<file path="src/rsm_pkg.sv">
package rsm_pkg;
  // Register byte offsets
  localparam logic [7:0] OFS_CAUSE = 8'h00;
  localparam logic [7:0] OFS_MODE = 8'h04;
  localparam logic [7:0] OFS_LEVEL = 8'h08;
  localparam logic [7:0] OFS_IRQ_STAT = 8'h0c;
  localparam logic [7:0] OFS_IRQ_MASK = 8'h10;
  localparam logic [7:0] OFS_STATUS = 8'h14;
  // Cause register fields
  localparam int CAUSE_WDT = 4;
  localparam int CAUSE_LV = 0;
  // Mode register fields
  localparam int MODE_RESET = 0;
  localparam int MODE_SOURCE = 1;
  localparam int MODE_ENABLE = 7;
  // Interrupt status fields
  localparam int IRQ_LV = 0;
  localparam int IRQ_LV_RESET = 1;
  localparam int IRQ_WDT = 2;
  localparam int IRQ_W = 3;
  localparam int LEVEL_W = 4;
  // Reset values
  localparam logic [7:0] CAUSE_RST = 8'h00;
  localparam logic [7:0] MODE_RST = 8'h00;
  localparam logic [LEVEL_W-1:0] LEVEL_RST = 4'h0;
  // Bus responses
  localparam logic [1:0] RESP_OKAY = 2'b00;
  localparam logic [1:0] RESP_SLVERR = 2'b10;
  // Startup sequencer states
  typedef enum logic [2:0] {
    ST_STRAP = 3'b001,
    ST_HOLD = 3'b010,
    ST_RUN = 3'b100
  } rsm_state_e;
endpackage : rsm_pkg

</file>
<file path="src/rsm_det_if.sv">
`timescale 1ns/1ps
`default_nettype none
interface rsm_det_if;
  logic enable;
  logic reset_mode;
  logic source_select;
  logic supply_low;
  logic ext_low;
  logic lv_reset_req;
  logic lv_irq_evt;
  modport det (input enable, reset_mode, source_select, supply_low, ext_low, output lv_reset_req, lv_irq_evt);
  modport ctl (output enable, reset_mode, source_select, supply_low, ext_low, input lv_reset_req, lv_irq_evt);
endinterface : rsm_det_if
`default_nettype wire

</file>
<file path="src/rsm_detector.sv">
`timescale 1ns/1ps
`default_nettype none
module rsm_detector (
  // Clock and reset
  input wire logic aclk,
  input wire logic aresetn,
  // Detector link
  rsm_det_if.det dif
);
  import rsm_pkg::*;
  logic sel_low;
  logic prev_low;
  logic prev_enable;
  // Source select picks supply or external sense comparator
  assign sel_low = dif.source_select ? dif.ext_low : dif.supply_low;
  // History for edge detection
  always_ff @(posedge aclk) begin
    if (!aresetn) begin
      prev_low <= 1'b0;
      prev_enable <= 1'b0;
    end else begin
      prev_low <= sel_low;
      prev_enable <= dif.enable;
    end
  end
  // Reset request is a level while the monitored input stays low
  always_ff @(posedge aclk) begin
    if (!aresetn) begin
      dif.lv_reset_req <= 1'b0;
    end else begin
      dif.lv_reset_req <= dif.enable && dif.reset_mode && sel_low;
    end
  end
  // Interrupt on falling input; disabling while low also fires, as the comparator output glitches
  always_ff @(posedge aclk) begin
    if (!aresetn) begin
      dif.lv_irq_evt <= 1'b0;
    end else begin
      dif.lv_irq_evt <= !dif.reset_mode && sel_low &&
                        ((dif.enable && !prev_low) || (prev_enable && !dif.enable));
    end
  end
endmodule : rsm_detector
`default_nettype wire

</file>
<file path="src/rsm_top.sv">
// The AXI4-Lite interface to the registers and the address map were left to the implementer.
`timescale 1ns/1ps
`default_nettype none
module rsm_top (
  // Clock and power-on-clear reset
  input wire logic aclk,
  input wire logic aresetn,
  // AXI4-Lite write address and data
  input wire logic [7:0] s_axi_awaddr,
  input wire logic s_axi_awvalid,
  output logic s_axi_awready,
  input wire logic [31:0] s_axi_wdata,
  input wire logic [3:0] s_axi_wstrb,
  input wire logic s_axi_wvalid,
  output logic s_axi_wready,
  // AXI4-Lite write response
  output logic [1:0] s_axi_bresp,
  output logic s_axi_bvalid,
  input wire logic s_axi_bready,
  // AXI4-Lite read
  input wire logic [7:0] s_axi_araddr,
  input wire logic s_axi_arvalid,
  output logic s_axi_arready,
  output logic [31:0] s_axi_rdata,
  output logic [1:0] s_axi_rresp,
  output logic s_axi_rvalid,
  input wire logic s_axi_rready,
  // Analogue, strap and watchdog inputs
  input wire logic detector_default_off,
  input wire logic supply_above_default,
  input wire logic supply_low,
  input wire logic external_sense_input,
  input wire logic wdt_overflow,
  // Reset and interrupt outputs
  output logic chip_reset,
  output logic wdt_reset,
  output logic irq
);
  import rsm_pkg::*;

  rsm_state_e state;
  logic [7:0] reset_cause_flags;
  logic detector_enable;
  logic detector_reset_mode;
  logic detector_source_select;
  logic [LEVEL_W-1:0] detector_level_reg;
  logic [IRQ_W-1:0] irq_stat;
  logic [IRQ_W-1:0] irq_mask;
  logic wr_go;
  logic rd_go;
  logic [31:0] next_rdata;
  logic rd_ok;
  logic wr_ok;
  logic cause_read;
  logic [IRQ_W-1:0] irq_evt;

  rsm_det_if dif ();
  rsm_detector u_det (
    .aclk(aclk),
    .aresetn(aresetn),
    .dif(dif)
  );
  assign dif.enable = detector_enable;
  assign dif.reset_mode = detector_reset_mode;
  assign dif.source_select = detector_source_select;
  assign dif.supply_low = supply_low;
  assign dif.ext_low = external_sense_input;

  function automatic logic mapped(input logic [7:0] a);
    mapped = (a == OFS_CAUSE) || (a == OFS_MODE) || (a == OFS_LEVEL) ||
             (a == OFS_IRQ_STAT) || (a == OFS_IRQ_MASK) || (a == OFS_STATUS);
  endfunction : mapped

  // Handshake cycles of the bus
  assign wr_go = s_axi_awvalid && s_axi_awready;
  assign rd_go = s_axi_arvalid && s_axi_arready;
  assign wr_ok = mapped(s_axi_awaddr) && s_axi_wstrb[0];
  assign rd_ok = mapped(s_axi_araddr);
  assign cause_read = rd_go && (s_axi_araddr == OFS_CAUSE);

  // Startup sequencer; strap is sampled one edge after release, never under reset
  always_ff @(posedge aclk) begin
    if (!aresetn) begin
      state <= ST_STRAP;
    end else begin
      case (state)
        ST_STRAP: begin
          state <= detector_default_off ? ST_RUN : ST_HOLD;
        end
        ST_HOLD: begin
          if (supply_above_default) begin
            state <= ST_RUN;
          end
        end
        ST_RUN: begin
          state <= ST_RUN;
        end
        default: begin
          state <= ST_STRAP;
        end
      endcase
    end
  end

  // Reset outputs toward the chip and the watchdog
  always_ff @(posedge aclk) begin
    if (!aresetn) begin
      chip_reset <= 1'b1;
      wdt_reset <= 1'b1;
    end else begin
      chip_reset <= (state != ST_RUN) || dif.lv_reset_req || wdt_overflow;
      wdt_reset <= (state != ST_RUN) || dif.lv_reset_req || wdt_overflow;
    end
  end

  // Monitor setup; only the power-on-clear reset reaches it, never its own reset
  always_ff @(posedge aclk) begin
    if (!aresetn) begin
      detector_enable <= MODE_RST[MODE_ENABLE];
      detector_reset_mode <= MODE_RST[MODE_RESET];
      detector_source_select <= MODE_RST[MODE_SOURCE];
      detector_level_reg <= LEVEL_RST;
    end else if (state == ST_STRAP && !detector_default_off) begin
      // Default start runs the monitor in reset mode
      detector_enable <= 1'b1;
      detector_reset_mode <= 1'b1;
    end else if (wr_go && wr_ok && s_axi_awaddr == OFS_MODE) begin
      detector_enable <= s_axi_wdata[MODE_ENABLE];
      detector_reset_mode <= s_axi_wdata[MODE_RESET];
      detector_source_select <= s_axi_wdata[MODE_SOURCE];
    end else if (wr_go && wr_ok && s_axi_awaddr == OFS_LEVEL) begin
      // Upper bits are not stored, so a careless write cannot reach them
      detector_level_reg <= s_axi_wdata[LEVEL_W-1:0];
    end
  end

  // Cause flags; a new cause wins over the clearing read
  always_ff @(posedge aclk) begin
    if (!aresetn) begin
      reset_cause_flags <= CAUSE_RST;
    end else begin
      if (wdt_overflow) begin
        reset_cause_flags[CAUSE_WDT] <= 1'b1;
      end else if (cause_read) begin
        reset_cause_flags[CAUSE_WDT] <= 1'b0;
      end
      if (dif.lv_reset_req || (state == ST_HOLD && !supply_above_default)) begin
        reset_cause_flags[CAUSE_LV] <= 1'b1;
      end else if (cause_read) begin
        reset_cause_flags[CAUSE_LV] <= 1'b0;
      end
    end
  end

  // Interrupt events and write-one-to-clear status
  assign irq_evt = {wdt_overflow, dif.lv_reset_req, dif.lv_irq_evt};
  always_ff @(posedge aclk) begin
    if (!aresetn) begin
      irq_stat <= '0;
      irq_mask <= '0;
      irq <= 1'b0;
    end else begin
      if (wr_go && wr_ok && s_axi_awaddr == OFS_IRQ_STAT) begin
        irq_stat <= (irq_stat & ~s_axi_wdata[IRQ_W-1:0]) | irq_evt;
      end else begin
        irq_stat <= irq_stat | irq_evt;
      end
      if (wr_go && wr_ok && s_axi_awaddr == OFS_IRQ_MASK) begin
        irq_mask <= s_axi_wdata[IRQ_W-1:0];
      end
      irq <= |(irq_stat & irq_mask);
    end
  end

  // Write channel: address and data are taken together in one cycle
  always_ff @(posedge aclk) begin
    if (!aresetn) begin
      s_axi_awready <= 1'b0;
      s_axi_wready <= 1'b0;
      s_axi_bvalid <= 1'b0;
      s_axi_bresp <= RESP_OKAY;
    end else begin
      s_axi_awready <= s_axi_awvalid && s_axi_wvalid && !s_axi_awready && !s_axi_bvalid;
      s_axi_wready <= s_axi_awvalid && s_axi_wvalid && !s_axi_awready && !s_axi_bvalid;
      if (wr_go) begin
        s_axi_bvalid <= 1'b1;
        s_axi_bresp <= wr_ok ? RESP_OKAY : RESP_SLVERR;
      end else if (s_axi_bready) begin
        s_axi_bvalid <= 1'b0;
      end
    end
  end

  // Read data mux
  always_comb begin
    next_rdata = 32'h0000_0000;
    case (s_axi_araddr)
      OFS_CAUSE: next_rdata[7:0] = reset_cause_flags;
      OFS_MODE: begin
        next_rdata[MODE_ENABLE] = detector_enable;
        next_rdata[MODE_RESET] = detector_reset_mode;
        next_rdata[MODE_SOURCE] = detector_source_select;
      end
      OFS_LEVEL: next_rdata[LEVEL_W-1:0] = detector_level_reg;
      OFS_IRQ_STAT: next_rdata[IRQ_W-1:0] = irq_stat;
      OFS_IRQ_MASK: next_rdata[IRQ_W-1:0] = irq_mask;
      OFS_STATUS: next_rdata[2:0] = {external_sense_input, supply_low, state == ST_RUN};
      default: next_rdata = 32'h0000_0000;
    endcase
  end

  // Read channel
  always_ff @(posedge aclk) begin
    if (!aresetn) begin
      s_axi_arready <= 1'b0;
      s_axi_rvalid <= 1'b0;
      s_axi_rdata <= 32'h0000_0000;
      s_axi_rresp <= RESP_OKAY;
    end else begin
      s_axi_arready <= s_axi_arvalid && !s_axi_arready && !s_axi_rvalid;
      if (rd_go) begin
        s_axi_rvalid <= 1'b1;
        s_axi_rdata <= next_rdata;
        s_axi_rresp <= rd_ok ? RESP_OKAY : RESP_SLVERR;
      end else if (s_axi_rready) begin
        s_axi_rvalid <= 1'b0;
      end
    end
  end
endmodule : rsm_top
`default_nettype wire

</file>
<file path="config.mk">
export PLATFORM = sky130hd
export DESIGN_NAME = rsm_top
export DESIGN_NICKNAME = d
export VERILOG_FILES = /design/src/rsm_pkg.sv /design/src/rsm_det_if.sv /design/src/rsm_detector.sv /design/src/rsm_top.sv
export SDC_FILE = /design/constraint.sdc
export NUM_CORES = 1
export LEC_CHECK = 0
export BUFFER_PORTS_ARGS = -buffer_cell sky130_fd_sc_hd__buf_4
export CORE_ASPECT_RATIO = 1.5
export CORE_MARGIN = 8
export CORE_UTILIZATION = 43
export DETAILED_ROUTE_END_ITERATION = 16
export PLACE_DENSITY = 0.86
export RECOVER_POWER = 50
export SYNTH_ARGS = -nofsm -noshare
export SYNTH_HDL_FRONTEND = slang
export SYNTH_HIERARCHICAL = 1
export SYNTH_SLANG_ARGS = --single-unit
</file>
<file path="constraint.sdc">
create_clock -name aclk -period 1.7 [get_ports aclk]
set_clock_uncertainty 0.2 [all_clocks]
set_input_delay 0.17 -clock aclk [delete_from_list [all_inputs] [get_ports aclk]]
set_output_delay 0.17 -clock aclk [all_outputs]
set_load 0.05 [all_outputs]
</file>
# Yosys cells after proc, flatten, opt, wreduce, memory -nomap -nowiden
# Index checks and enable logic that the tools add are counted.
# classes
n_mux	23
n_eq_ne	15
reduce_logical	55
n_bitwise	7
# ops
cell	count
$eq 8x4->1 const B	4
$eq 8x5->1 const B	4
$logic_and 1x1->1	22
$eq 8x3->1 const B	2
$logic_not 8->1	2
$mux 1	15
$logic_or 1x1->1	14
$pmux 2 s6	1
$reduce_bool 2->1	5
$logic_not 1->1	9
$mux 3	3
$pmux 3 s3	1
$and 3x3->3	2
$or 3x3->3	2
$mux 2	2
$pmux 1 s4	1
$eq 3x1->1 const B	1
$eq 3x2->1 const B	1
$eq 3x3->1 const B	1
$ne 3x3->1 const B	1
$not 3->3	1
$reduce_and 3->1	1
$reduce_or 3->1	1
$ne 2x2->1 const B	1
other kinds (2)	3
# word_totals
word_cells	122
reg_bits	40

# Logic depth before layout (Yosys ltp)
# Gate-level depths: netlist of run 1.
# logic_depth
ltp_word	11
mapped_depth	5

# Hierarchy
# The synthesis of run 1 kept the hierarchy.
# by_module_without_submodules
module	area_per_inst_um2	cells_per_inst	seq_area_each_um2	n_inst
rsm_top	1706.6	197	640.6	1
rsm_detector	140.1	13	80.1	1

# Least setup slack after synthesis of run 1
# No wires, ideal clock.
# synth_timing
path_kind	register to register
startpoint	reg, netlist name s_axi_wready
endpoint	reg detector_enable
slack_ps	-202
period_less_slack_ps	1902
required_ps	1368
arrival_time_ps	1570
path_stages_with_launch	6
setup_time_ps	132
cell_sequence	dfxtp_1 > and4b_1 > and4b_1 > buf_2 > mux2i_1 > a21oi_1
# synth_rtl
item	line_no	source
end signal: assignment	rsm_top.sv:119	detector_enable <= MODE_RST[MODE_ENABLE];
end signal: assignment	rsm_top.sv:128	detector_enable <= s_axi_wdata[MODE_ENABLE];
end: declaration	rsm_top.sv:43	logic detector_enable;

# Final worst setup path of run 1
# layout_timing
startpoint	in s_axi_araddr[4]
endpoint	reg reset_cause_flags[4]
# layout_between
elab_chain_len	3
# layout_rtl
item	line_no	source
start: declaration	rsm_top.sv:21	input wire logic [7:0] s_axi_araddr,
$logic_not 8->1	rsm_top.sv:79	assign cause_read = rd_go && (s_axi_araddr == OFS_CAUSE);
$logic_and 1x1->1	rsm_top.sv:79	
$reduce_bool 2->1 (no source line)	n/a	
end signal: assignment	rsm_top.sv:140	reset_cause_flags <= CAUSE_RST;
end signal: indexed assignment	rsm_top.sv:143	reset_cause_flags[CAUSE_WDT] <= 1'b1;
end signal: indexed assignment	rsm_top.sv:145	reset_cause_flags[CAUSE_WDT] <= 1'b0;
end: declaration	rsm_top.sv:42	logic [7:0] reset_cause_flags;
# Every way passes these cells.
# A chain may end at the register's enable or synchronous reset.

==> run summary, run 1 <==
The final wirelength is 4910 um. The tools report the root buffer cell as sky130_fd_sc_hd__clkbuf_8. The tools report the final net count as 340. The die is 69.5 um wide. In this run the power density over the cells is 832 nW/um^2.

Number of synthesized flops with an enable pin: 0. Derived from the worst setup path, the maximum achievable clock frequency is 0.627 GHz. The number of global-route vias before repair is 1795, and the initial standard-cell utilization of the core is 0.443. The arrival time at the worst endpoint is 1540 ps, and the clock slew at the register clock pins of the worst setup and hold paths is 60 ps. The switching share of power is 0.313, and the number of antenna violations at the first check in global routing is 0. The number of sinks driven by the clock tree was 36; the combinational share of power was 0.216. A synthesized cell averages 8.79 sq um. The internal power of the cells totals 0.00134 W. After detailed routing, the number of vias per cell comes to 5.21. The global-route total usage across every layer is 0.145. The count of maximum capacitance violations is 0. The worst-case IR drop observed on VDD is 0.676 mV. The total instance count after detailed placement is 298, and the pin count of the biggest net entering global routing is 23. Synthesis produced 210 cells. The total overflow left after global routing is 0.

The logs give 0 for the count of antenna-violating nets left after detailed routing and 41 for the distinct cell type count of the synthesized netlist. The I/O pin count came out at 108. The layout overhead on the synthesized area was 27.3%. The largest total area in the synthesized netlist belongs to sky130_fd_sc_hd__dfxtp_1. The cell area after synthesis was 1850 sq um; the wire length per cell was 15.2 um. The fraction of registers with async set or reset after synthesis is 0, and the leakage power summed over all cells is 0.980 nW.

The worst-case hold slack was -31.0 ps; the final count of pins violating max slew was 0. The count of warnings emitted by yosys came out at 6. The flip-flop count of the largest register, all copies and words added was 6; the number of standard cells in the layout, taps in and fillers out was 323. The top flip-flop cell by instance count after synthesis is sky130_fd_sc_hd__dfxtp_1. Time the worst path needs with I/O delays and setup: 1600 ps. For the global placer's final weighted congestion, the log shows 0.839. The endpoint required time on the critical path was 1640 ps; the actual transition at the worst max-transition pin was 664 ps. The die area was 6690 sq um. Setup repair after global routing left no endpoint under its margin. The standard cell area after detailed placement is 2150 sq um, and the headroom to the max-slew limit is 0.557. By startpoint and endpoint, the worst setup path is classified as in2reg.

The area fraction of the dominant cell type after synthesis is 0.390. For this run, design rule violations remaining after detail routing come to 0. The run gives 2 as the final hold violation count. Buffers inserted during clock tree synthesis total 5.

The fraction of layout instances using a drive strength above 1 was 0.209; the flip-flop and latch count after synthesis was 36. The logs give 0.563 for the post-layout utilization of the core and 37 for the DRC marker count from the first detailed-route iteration. The run finished, with violations left. TritonCTS built the clock tree. The logs give 4 for the count of TritonRoute iterations in the first routing pass and 3700 um for the detailed-placement wirelength estimate.

Sorting the synthesized cells by area gives the leading types as sky130_fd_sc_hd__dfxtp_1 (39%), sky130_fd_sc_hd__buf_4 (12%), sky130_fd_sc_hd__a21oi_1 (4.9%). The worst setup path is captured at a flop. The die is 96.3 um tall.

The count of buffers from port buffering was 49; the final design area excluding fillers was 2350 sq um. The logs give 1683 for the number of vias in the routed layout and 0 for the diode insertion count for antenna repair. In this run the worst path has a maximum fanout of 9. The kind of launch point of the worst setup path was a primary input. The share of the yosys chip area belonging to registers is 0.390. The share of the cycle needed by the critical path after routing is 0.939. The setup check on the worst reg-to-reg path leaves a slack of 110 ps.

Clock latency of the later-clocked register in the worst-skew pair: 290 ps. The checks that failed: hold timing. Worst min-delay path category: in2reg. The initialized floorplan defines 29 standard-cell rows.

The core region is 4170 sq um. The logs give 0.000612 W for the power spent charging and discharging nets and 0 for the count of endpoints failing setup in the final report. The fraction of power consumed by sequential logic is 0.467.

Counting the fill cells in the layout gives 404. The first global-routing pass estimated 7960 um of wire. The clock network fraction of total power came out at 0.317. No sink is reached through more buffers than the 2 on the longest clock path. The count of H-tree levels built during CTS was 2.
==> critical path, cell delays in order <==
cell and delay (ps):
sky130_fd_sc_hd__dlygate4sd3_1 530, sky130_fd_sc_hd__buf_4 170, sky130_fd_sc_hd__nor4_2 420, sky130_fd_sc_hd__nand2b_1 180
sky130_fd_sc_hd__a21oi_1 60
==> power by group through the flow <==
stage | combinational, W | clock [W] | sequential [W]
finish | 0.000423 | 0.000619 | 0.000913
global route | 0.000457 | 0.000663 | 0.000918
CTS | 0.000425 | 0.000632 | 0.000912
detailed placement | 0.000391 | 0 | 0.000931
global placement | 0.000386 | 0 | 0.000929
floorplan | 0.000316 | 0 | 0.000939
==> cell usage after synthesis, drive strengths merged (4+ instances only) <==
library cell,instances
nand2,9
a31oi,4
inv,7
a21oi,18
nand2b,8
nor2b,5
nor3,4
mux2i,9
o21ai,13
clkbuf,6
nand3,8
dfxtp,36
nor2,16
buf,32
nand4,5
==> cells by family (layout without fill, tap and decap cells) <==
group | after synthesis | after routing | share of synthesized area
other cells | 1 | 28 | 0.00203
simple gates | 73 | 73 | 0.238
flops | 36 | 36 | 0.390
mux | 11 | 11 | 0.0671
compound gates | 44 | 44 | 0.148
buf+inv | 45 | 85 | 0.154
==> routing by layer <==
layer / vias up / part of all wire / track usage / wire length [um]
li1: 822 / - / - / -
met1: 783 / 0.36 / 0.131 / 1760
met2: 66 / 0.56 / 0.289 / 2750
met3: 12 / 0.060 / 0.0413 / 293
met4: 0 / 0.022 / 0.0703 / 108
met5: - / 0 / 0 / 0
==> final timing paths <==
path	startpoint	to	cells after the start
setup / recovery	s_axi_araddr[4]	reset_cause_flags[4]	5
hold / removal	s_axi_awvalid	s_axi_bvalid	3
setup reg to reg	s_axi_wready	detector_enable	4
hold reg to reg	s_axi_bvalid	s_axi_wready	1
==> placed cells by master, fill, tap and decap left out, types with 2 or more instances in the layout <==
| cell | instances |
|---|---|
| sky130_fd_sc_hd__buf_4 | 35 |
| sky130_fd_sc_hd__dfxtp_1 | 34 |
| sky130_fd_sc_hd__conb_1 | 28 |
| sky130_fd_sc_hd__a21oi_1 | 18 |
| sky130_fd_sc_hd__dlygate4sd3_1 | 17 |
| sky130_fd_sc_hd__nor2_1 | 16 |
| sky130_fd_sc_hd__clkbuf_1 | 14 |
| sky130_fd_sc_hd__o21ai_0 | 13 |
| sky130_fd_sc_hd__nand2_1 | 9 |
| sky130_fd_sc_hd__mux2i_1 | 9 |
| sky130_fd_sc_hd__nand3_1 | 8 |
| sky130_fd_sc_hd__inv_1 | 7 |
| sky130_fd_sc_hd__nand2b_1 | 7 |
| sky130_fd_sc_hd__clkbuf_8 | 6 |
| sky130_fd_sc_hd__nor2b_1 | 5 |
| sky130_fd_sc_hd__nand4_1 | 5 |
| sky130_fd_sc_hd__nor3_1 | 4 |
| sky130_fd_sc_hd__a31oi_1 | 4 |
| sky130_fd_sc_hd__and4b_1 | 3 |
| sky130_fd_sc_hd__and2_1 | 3 |
| sky130_fd_sc_hd__clkbuf_2 | 3 |
| sky130_fd_sc_hd__nor4b_1 | 2 |
| sky130_fd_sc_hd__nor3b_1 | 2 |
| sky130_fd_sc_hd__clkinv_2 | 2 |
| sky130_fd_sc_hd__dfxtp_2 | 2 |
==> final cells by class <==
class / instances / area (sq um) / area share
Multi-Input combinational cell: 156 / 943 / 0.401
Tap cell: 46 / 57.6 / 0.0245
Sequential cell: 36 / 723 / 0.308
Timing Repair Buffer: 70 / 508 / 0.216
Clock buffer: 6 / 82.6 / 0.0351
Inverter: 7 / 26.3 / 0.0112
Clock inverter: 2 / 10.0 / 0.00426
==> timing repair <==
item,in CTS,in global routing
setup buffers,0,0
gates resized for setup,0,2
endpoints found under the setup margin,0,5
endpoints found under the hold margin,23,0
hold buffers,18,0
==> per-stage QoR <==
stage	worst slack (ps)	TNS, ps	power (W)
floorplan	9.12	0	0.00125
global placement	-65.8	-126	0.00132
detailed placement	-120	-255	0.00132
CTS	43.7	0	0.00197
global route	13.0	0	0.00204
finish	104	0	0.00196
Power figures use the tool's default switching activity.
==> inputs of run 2 (changes only) <==
- HOLD_SLACK_MARGIN: default -> 0.15
==> run 2 against run 1 <==
Compared with the run above: the flow now finishes without violations; clock power grew 2%; worst setup slack gained 1.4 ps; via count grew 5.4%.
==> run summary, run 2 (synthesis gave the netlist of run 1 again) <==
The tools report the leakage power summed over all cells as 1.05 nW (+6.7%). The clock latency of the later-clocked register in the worst-skew pair is 290 ps (about the same). The highest attainable clock frequency is 0.627 GHz (about the same), and the arrival time at the worst endpoint is 1550 ps (about the same). For the number of filler instances in the final layout, the log shows 356 (-12%).

The worst hold path belongs to the class in2reg. The tools report the final hold violation count as 0 (-2). The path type of the worst setup path was in2reg. The run gives 0.314 (-0.003) as the clock network fraction of total power. Leaving out fill and tap cells, the most frequent cell in the layout is sky130_fd_sc_hd__buf_4. Endpoint required time on the critical path: 1650 ps (about the same). The tools report the kind of launch point of the worst setup path as a primary input. The remaining global-route overflow was 0 (unchanged); the count of antenna-violating nets left after detailed routing was 0 (unchanged). The tools report the initial standard-cell utilization of the core as 0.443 (unchanged). The run gives 2 (unchanged) as the buffer levels on the longest clock path. The logs give 64 (+73%) for the DRC marker count from the first detailed-route iteration and 29 (unchanged) for the site row count. The count of H-tree levels built during CTS came out at 2 (unchanged).

The clock slew at the register clock pins of the worst setup and hold paths is 70 ps (about the same), and the pin count of the biggest net entering global routing is 23 (unchanged). The final design area excluding fillers is 2500 sq um (+6.5%), and the worst reg-to-reg path cell count is 3 (-1). The fraction of layout instances using a drive strength above 1 was 0.227 (+0.0179); the I/O pin count was 108 (unchanged). The flip-flop count of the largest register, all copies and words added was 6 (unchanged). The global-route wire length before repair is 8090 um (+1.7%), and the total clock buffers created by CTS is 5 (unchanged). For the number of vias in the routed layout, the log shows 1774 (+5.4%). The y dimension of the die was 96.3 um (unchanged); the global placer's final weighted congestion was 0.839 (unchanged). Count of endpoints failing setup in the final report: 0 (unchanged). The wire length per cell was 15.9 um (+4.9%). Detailed-route vias per instance: 5.34 (+2.5%). The run gives 0.230 (+0.014) as the combinational share of power. The floorplan die width came out at 69.5 um (unchanged). The largest fanout on the critical path was 6 (-3).

CTS placed an instance of sky130_fd_sc_hd__clkbuf_8 at the clock tree root. Compared with the post-synthesis result, the final layout area differs by 35.6%. The run finished with clean final reports. For hold timing, the worst endpoint is state[1].

Leaving out fill and tap cells, the most frequent cells in the layout are sky130_fd_sc_hd__buf_4 (36), sky130_fd_sc_hd__dfxtp_1 (33), sky130_fd_sc_hd__conb_1 (28). The share of the cycle needed by the critical path after routing was 0.938 (about the same); the cell-internal power was 0.00137 W (+2.0%). The tools report the number of global-route vias before repair as 1811 (+0.89%).

Kind of capture point of the worst setup path: a flop. For the final net count, the log shows 349 (+2.6%). The standard cell area after detailed placement was 2150 sq um (unchanged); the sum of internal, switching and leakage power was 0.00201 W (+2.7%). The endpoint identified for the worst register-to-register timing path is detector_source_select. The time the worst path needs with I/O delays and setup works out to 1590 ps (-1.42 ps). Startpoint of the lowest-slack hold path: detector_default_off. The number of cells on the worst hold path is 4 (+1), and the die area is 6690 sq um (unchanged). The run gives 0.000638 W (+4.2%) as the power spent charging and discharging nets. The run gives 0.544 (-0.0127) as the headroom to the max-slew limit.

The fraction of power consumed by sequential logic came out at 0.456 (-0.011). The count of buffers from port buffering was 49 (unchanged). TritonCTS built the clock tree. Setup repair after global routing left no endpoint under its margin. The logs give 3700 um (unchanged) for the detailed-placement wirelength estimate and 0 (unchanged) for the final count of pins violating max slew. The register-to-register setup slack is 140 ps (+30 ps), and the count of maximum capacitance violations is 0 (unchanged). The diode insertion count for antenna repair is 0 (unchanged).

The tools report the number of sinks driven by the clock tree as 36 (unchanged). The actual transition at the worst max-transition pin was 683 ps (+19.0 ps); the final wirelength was 5290 um (+7.8%). The global-route total usage across every layer was 0.148 (+0.00278); the number of antenna violations at the first check in global routing was 0 (unchanged).

The logs give 4 (unchanged) for the count of TritonRoute iterations in the first routing pass and 0.685 mV (+1.3%) for the maximum vdd drop. The startpoint of the most critical register-to-register path is state[2]. The switching share of power was 0.317 (+0.00460); the area of the placeable core was 4170 sq um (unchanged). The power per cell area was 802 nW/um^2 (-3.6%); the count of unresolved DRC violations after routing was 0 (unchanged).
run 2: timing repair:
action | CTS | global route
hold endpoints to repair | 35 | 18
setup buffers | 0 | 1
hold buffers | 25 | 2
endpoints found under the setup margin | 0 | 11
resized for setup | 0 | 10
run 2: cell type report:
type	instances	area, sq um	share of cell area
Multi-Input combinational cell	156	983	0.393
Sequential cell	36	724	0.289
Timing Repair Buffer	79	621	0.248
Clock buffer	6	82.6	0.0330
Tap cell	46	57.6	0.0230
Inverter	7	26.3	0.0105
Clock inverter	2	10.0	0.00400
run 2: worst max path at each step:
stage | from | end | cells past startpoint
global route | s_axi_awaddr[3] | detector_reset_mode | 6
finish | s_axi_awaddr[3] | detector_reset_mode | 6
CTS | s_axi_araddr[3] | reset_cause_flags[0] | 6
global placement | s_axi_araddr[0] | reset_cause_flags[4] | 5
floorplan | s_axi_wready | detector_enable | 5
detailed placement | s_axi_araddr[0] | reset_cause_flags[0] | 5
run 2: power by group through the flow:
| stage | combinational (W) | clock [W] | sequential, W |
|---|---|---|---|
| finish | 0.000462 | 0.000630 | 0.000917 |
| global route | 0.000495 | 0.000669 | 0.000921 |
| CTS | 0.000442 | 0.000632 | 0.000912 |
| detailed placement | 0.000391 | 0 | 0.000931 |
| global placement | 0.000386 | 0 | 0.000929 |
| floorplan | 0.000316 | 0 | 0.000939 |
run 2: worst max-delay path, cell delays in order:
cell and delay (ps):
sky130_fd_sc_hd__dlygate4sd3_1 540, sky130_fd_sc_hd__buf_4 160, sky130_fd_sc_hd__nor2b_1 90, sky130_fd_sc_hd__and4b_2 320
sky130_fd_sc_hd__mux2i_1 190, sky130_fd_sc_hd__a21oi_1 70
run 2: per-layer routing:
layer	routed length (um)	GRT usage	vias to the layer above
met1	1820	0.137	839
met3	353	0.0402	17
met2	2950	0.289	81
met4	173	0.0772	0
li1	-	-	837
met5	0	0	-
run 2: metrics by stage:
| stage | TNS, ps | hold WS, ps | util | cells | worst slack (ps) |
|---|---|---|---|---|---|
| 2_1_floorplan | 0 | 71.0 | - | 237 | 9.12 |
| 3_3_place_gp | -126 | 181 | 0.514 | 298 | -65.8 |
| 3_5_place_dp | -255 | 190 | 0.514 | 298 | -120 |
| 4_1_cts | 0 | 7.60 | 0.596 | 331 | 15.6 |
| 5_1_grt | 0 | 17.4 | 0.600 | 332 | 6.64 |
| 6_report | 0 | 5.27 | 0.600 | 332 | 106 |
==> inputs of run 3 (changes only) <==
- ABC_AREA: default -> 1
- CORE_UTILIZATION: 43 -> 44
- PLACE_DENSITY: 0.86 -> 0.87
==> run 3 against run 2 <==
Compared with the run above: die area rose by 1.6%; highest routed layer unchanged; hold slack improved by 160 ps; global-route usage rose by 1.3 points; register-to-register slack got worse by 50 ps; via count rose by 11%; cell count rose by 23%; first-iteration DRC count rose by 7.8%; fmax fell by 2.6%.
==> run summary, run 3 <==
The run gives 0.660 mV (-3.7%) as the maximum vdd drop. The number of filler instances in the final layout was 385 (+8.1%); the arrival time at the worst endpoint was 1660 ps (+110 ps). The time the worst path needs with I/O delays and setup was 1640 ps (+42.1 ps); the remaining global-route overflow was 0 (unchanged). The mean area per synthesized cell was 6.94 sq um (-21%). The fraction of registers with async set or reset after synthesis works out to 0 (unchanged).

The worst reg-to-reg path cell count is 3 (unchanged). The power per cell area came out at 807 nW/um^2 (+0.59%). Highest attainable clock frequency: 0.611 GHz (-2.6%). Relative to the synthesized area, the layout overhead comes to 36.7%.

For the multi-input combinational cell area, the log shows 953 sq um (-3.1%). STA classifies the critical path startpoint as a primary input. The flip-flop and latch count after synthesis works out to 36 (unchanged). The worst setup path is captured at a flop.

Most common cell in the netlist: sky130_fd_sc_hd__nand2_1. The floorplan die width is 70.1 um (+0.78%). Setup repair after global routing could not meet its margin everywhere.

The run gives 3670 um (-0.96%) as the detailed-placement wirelength estimate. The count of antenna-violating nets left after detailed routing is 0 (unchanged), and the flip-flop count of the largest register, all copies and words added is 6 (unchanged). The sequential cell area was 722 sq um (-0.35%). The root buffer cell was sky130_fd_sc_hd__clkbuf_8. For the sum of negative setup slack, the log shows 0 ps (unchanged). The area fraction of the dominant cell type after synthesis is 0.374 (-0.0165).

The wire length per cell was 13.3 um (-17%); the count of unresolved DRC violations after routing was 0 (unchanged). The area of the placeable core came out at 4210 sq um (+0.87%). By area the synthesized netlist is led by sky130_fd_sc_hd__dfxtp_1 (37%), sky130_fd_sc_hd__buf_4 (12%), sky130_fd_sc_hd__nand2_1 (11%).

The number of cells on the worst hold path is 4 (unchanged). The fraction of layout instances using a drive strength above 1 is 0.213 (-0.0140), and the number of antenna violations at the first check in global routing is 0 (unchanged). The run gives 0.135 (-0.00154) as the met1 global-route usage. The met3 layer usage reported by global route is 0.0501 (+0.00985). The count of TritonRoute iterations in the first routing pass is 4 (unchanged). The tools report the DRC marker count from the first detailed-route iteration as 69 (+7.8%). Pin count of the biggest net entering global routing: 17 (-26%). For the leakage power summed over all cells, the log shows 1.24 nW (+18%). The die area is 6800 sq um (+1.6%), and the actual transition at the worst max-transition pin is 622 ps (-61.0 ps). TritonCTS built the clock tree. The tools report the endpoint required time on the critical path as 1720 ps (+70 ps). The logs give 0.160 (+0.0126) for the global-route total usage across every layer and 1930 sq um (+4.4%) for the cell area after synthesis. Clock slew at the register clock pins of the worst setup and hold paths: 80 ps (about the same). The count of buffers from port buffering was 49 (unchanged). Share of the cycle needed by the critical path after routing: 0.963 (+0.0248).

The number of synthesized flops with an enable pin works out to 0 (unchanged). The run gives 2070 (+14%) as the number of global-route vias before repair. The final wirelength came out at 5400 um (+2.1%).

Count of H-tree levels built during CTS: 2 (unchanged). Global placer's final weighted congestion: 0.846 (+0.82%). The logs give 90 ps (-50 ps) for the register-to-register setup slack and 63.7 ps (-42.1 ps) for the final worst-path setup slack.

The diode insertion count for antenna repair is 0 (unchanged), and the met2 routing resource usage after global routing is 0.302 (+0.0129). The largest fanout on the critical path is 16 (+10). The post-layout utilization of the core was 0.626 (+0.0257). The synthesized instance count was 278 (+32%); the share of the yosys chip area belonging to registers was 0.374 (-0.0165).

The clock latency of the later-clocked register in the worst-skew pair is 290 ps (about the same). The detailed-route vias per instance works out to 4.82 (-9.7%). Worst min-delay path category: in2reg. The count of warnings emitted by yosys is 6 (unchanged), and the post-placement worst setup slack is 162 ps (+283 ps). Leaving out fill and tap cells, the most frequent cell in the layout is sky130_fd_sc_hd__nand2_1. Leaving out fill and tap cells, the most frequent cells in the layout are sky130_fd_sc_hd__nand2_1 (55), sky130_fd_sc_hd__dfxtp_1 (35), sky130_fd_sc_hd__buf_4 (34). The global routing stage identified its most utilized layer as met2.

Final hold violation count: 0 (unchanged). The run gives 36 (unchanged) as the number of sinks driven by the clock tree. For the count of endpoints failing setup in the final report, the log shows 0 (unchanged). The buffer levels on the longest clock path was 2 (unchanged).

Sorting the synthesized cells by how often they occur yields sky130_fd_sc_hd__nand2_1 (56), sky130_fd_sc_hd__dfxtp_1 (36), sky130_fd_sc_hd__inv_1 (34), sky130_fd_sc_hd__buf_4 (30), sky130_fd_sc_hd__nor2_1 (30). The initial standard-cell utilization of the core was 0.458 (+0.0155); the site row count was 29 (unchanged). The distinct cell type count of the synthesized netlist was 28 (-32%); the final count of pins violating max slew was 0 (unchanged). The top flip-flop cell by instance count after synthesis was sky130_fd_sc_hd__dfxtp_1. The y dimension of the die is 97.1 um (+0.85%).

The tools report the total clock buffers created by CTS as 5 (unchanged). Cell taking the most area after synthesis: sky130_fd_sc_hd__dfxtp_1. The count of maximum capacitance violations was 0 (unchanged). The logs give 108 (unchanged) for the I/O pin count and 9020 um (+11%) for the global-route wire length before repair. The logs give 166 ps (+161 ps) for the worst-case hold slack and 1963 (+11%) for the number of vias in the routed layout. The critical path in this run is classified as in2reg.

Headroom to the max-slew limit: 0.584 (+0.0398). The flow ran to the end, and the final reports show no timing, DRC or antenna violations. The run gives 424 (+21%) as the final net count.
run 3: cell count changes after synthesis, sizes merged, moves of 4 or more:
cell and delta:
nor2b -5, nand2 +50, nor2 +21, inv +36, o21ai -6, clkbuf -4
nor3 +5, nand2b -8, nand3 +14, mux2i -9
run 3: cell families after synthesis:
logic type,count (synthesis),share of synthesized area
other,1,0.00194
buffers and inverters,76,0.207
flip-flops,36,0.374
AND/OR/NAND/NOR,135,0.330
AO/OA/AOI/OAI,30,0.0870
run 3: critical path, cell delays in order:
cell,delay [ps]
sky130_fd_sc_hd__buf_4,130
sky130_fd_sc_hd__dlygate4sd3_1,960
sky130_fd_sc_hd__o21ai_0,230
sky130_fd_sc_hd__a21oi_1,170
run 3: what timing repair did:
action | 4_1_cts | 5_1_grt
endpoints found under the setup margin | 0 | 16
hold endpoints to repair | 36 | 3
resized for setup | 0 | 15
hold buffers | 28 | 2
buffers inserted | 0 | 2
run 3: final cells by class:
type | count | share of cell area
clock inverter | 3 | 0.0161
tap | 46 | 0.0218
multi-input combinational | 193 | 0.362
timing repair buffer | 81 | 0.238
clock buffer | 5 | 0.0261
inverter | 43 | 0.0622
sequential | 36 | 0.274
run 3: stage by stage:
stage	instances	power (W)	instance area, sq um
2_1_floorplan	305	0.00126	2030
3_3_place_gp	367	0.00132	2220
3_5_place_dp	367	0.00133	2220
4_1_cts	403	0.00212	2610
5_1_grt	407	0.00220	2640
6_report	407	0.00213	2640
run 3: worst paths after layout:
kind,from,end
setup / recovery,aresetn,s_axi_rdata[0]
hold / removal,s_axi_awvalid,s_axi_bresp[1]
setup reg to reg,s_axi_wready,s_axi_bresp[1]
hold reg to reg,s_axi_bvalid,s_axi_wready
run 3: power breakdown:
part,internal [W],total [W],switching [W]
combinational,0.000144,0.000464,0.000320
sequential,0.000881,0.000909,0.0000275
clock,0.000434,0.000753,0.000319
total,0.00146,0.00213,0.000666
run 3: per-layer routing:
metal / vias up / wire length (um)
li1: 985 / -
met1: 870 / 1840
met2: 91 / 2920
met3: 17 / 429
met4: 0 / 214
met5: - / 0
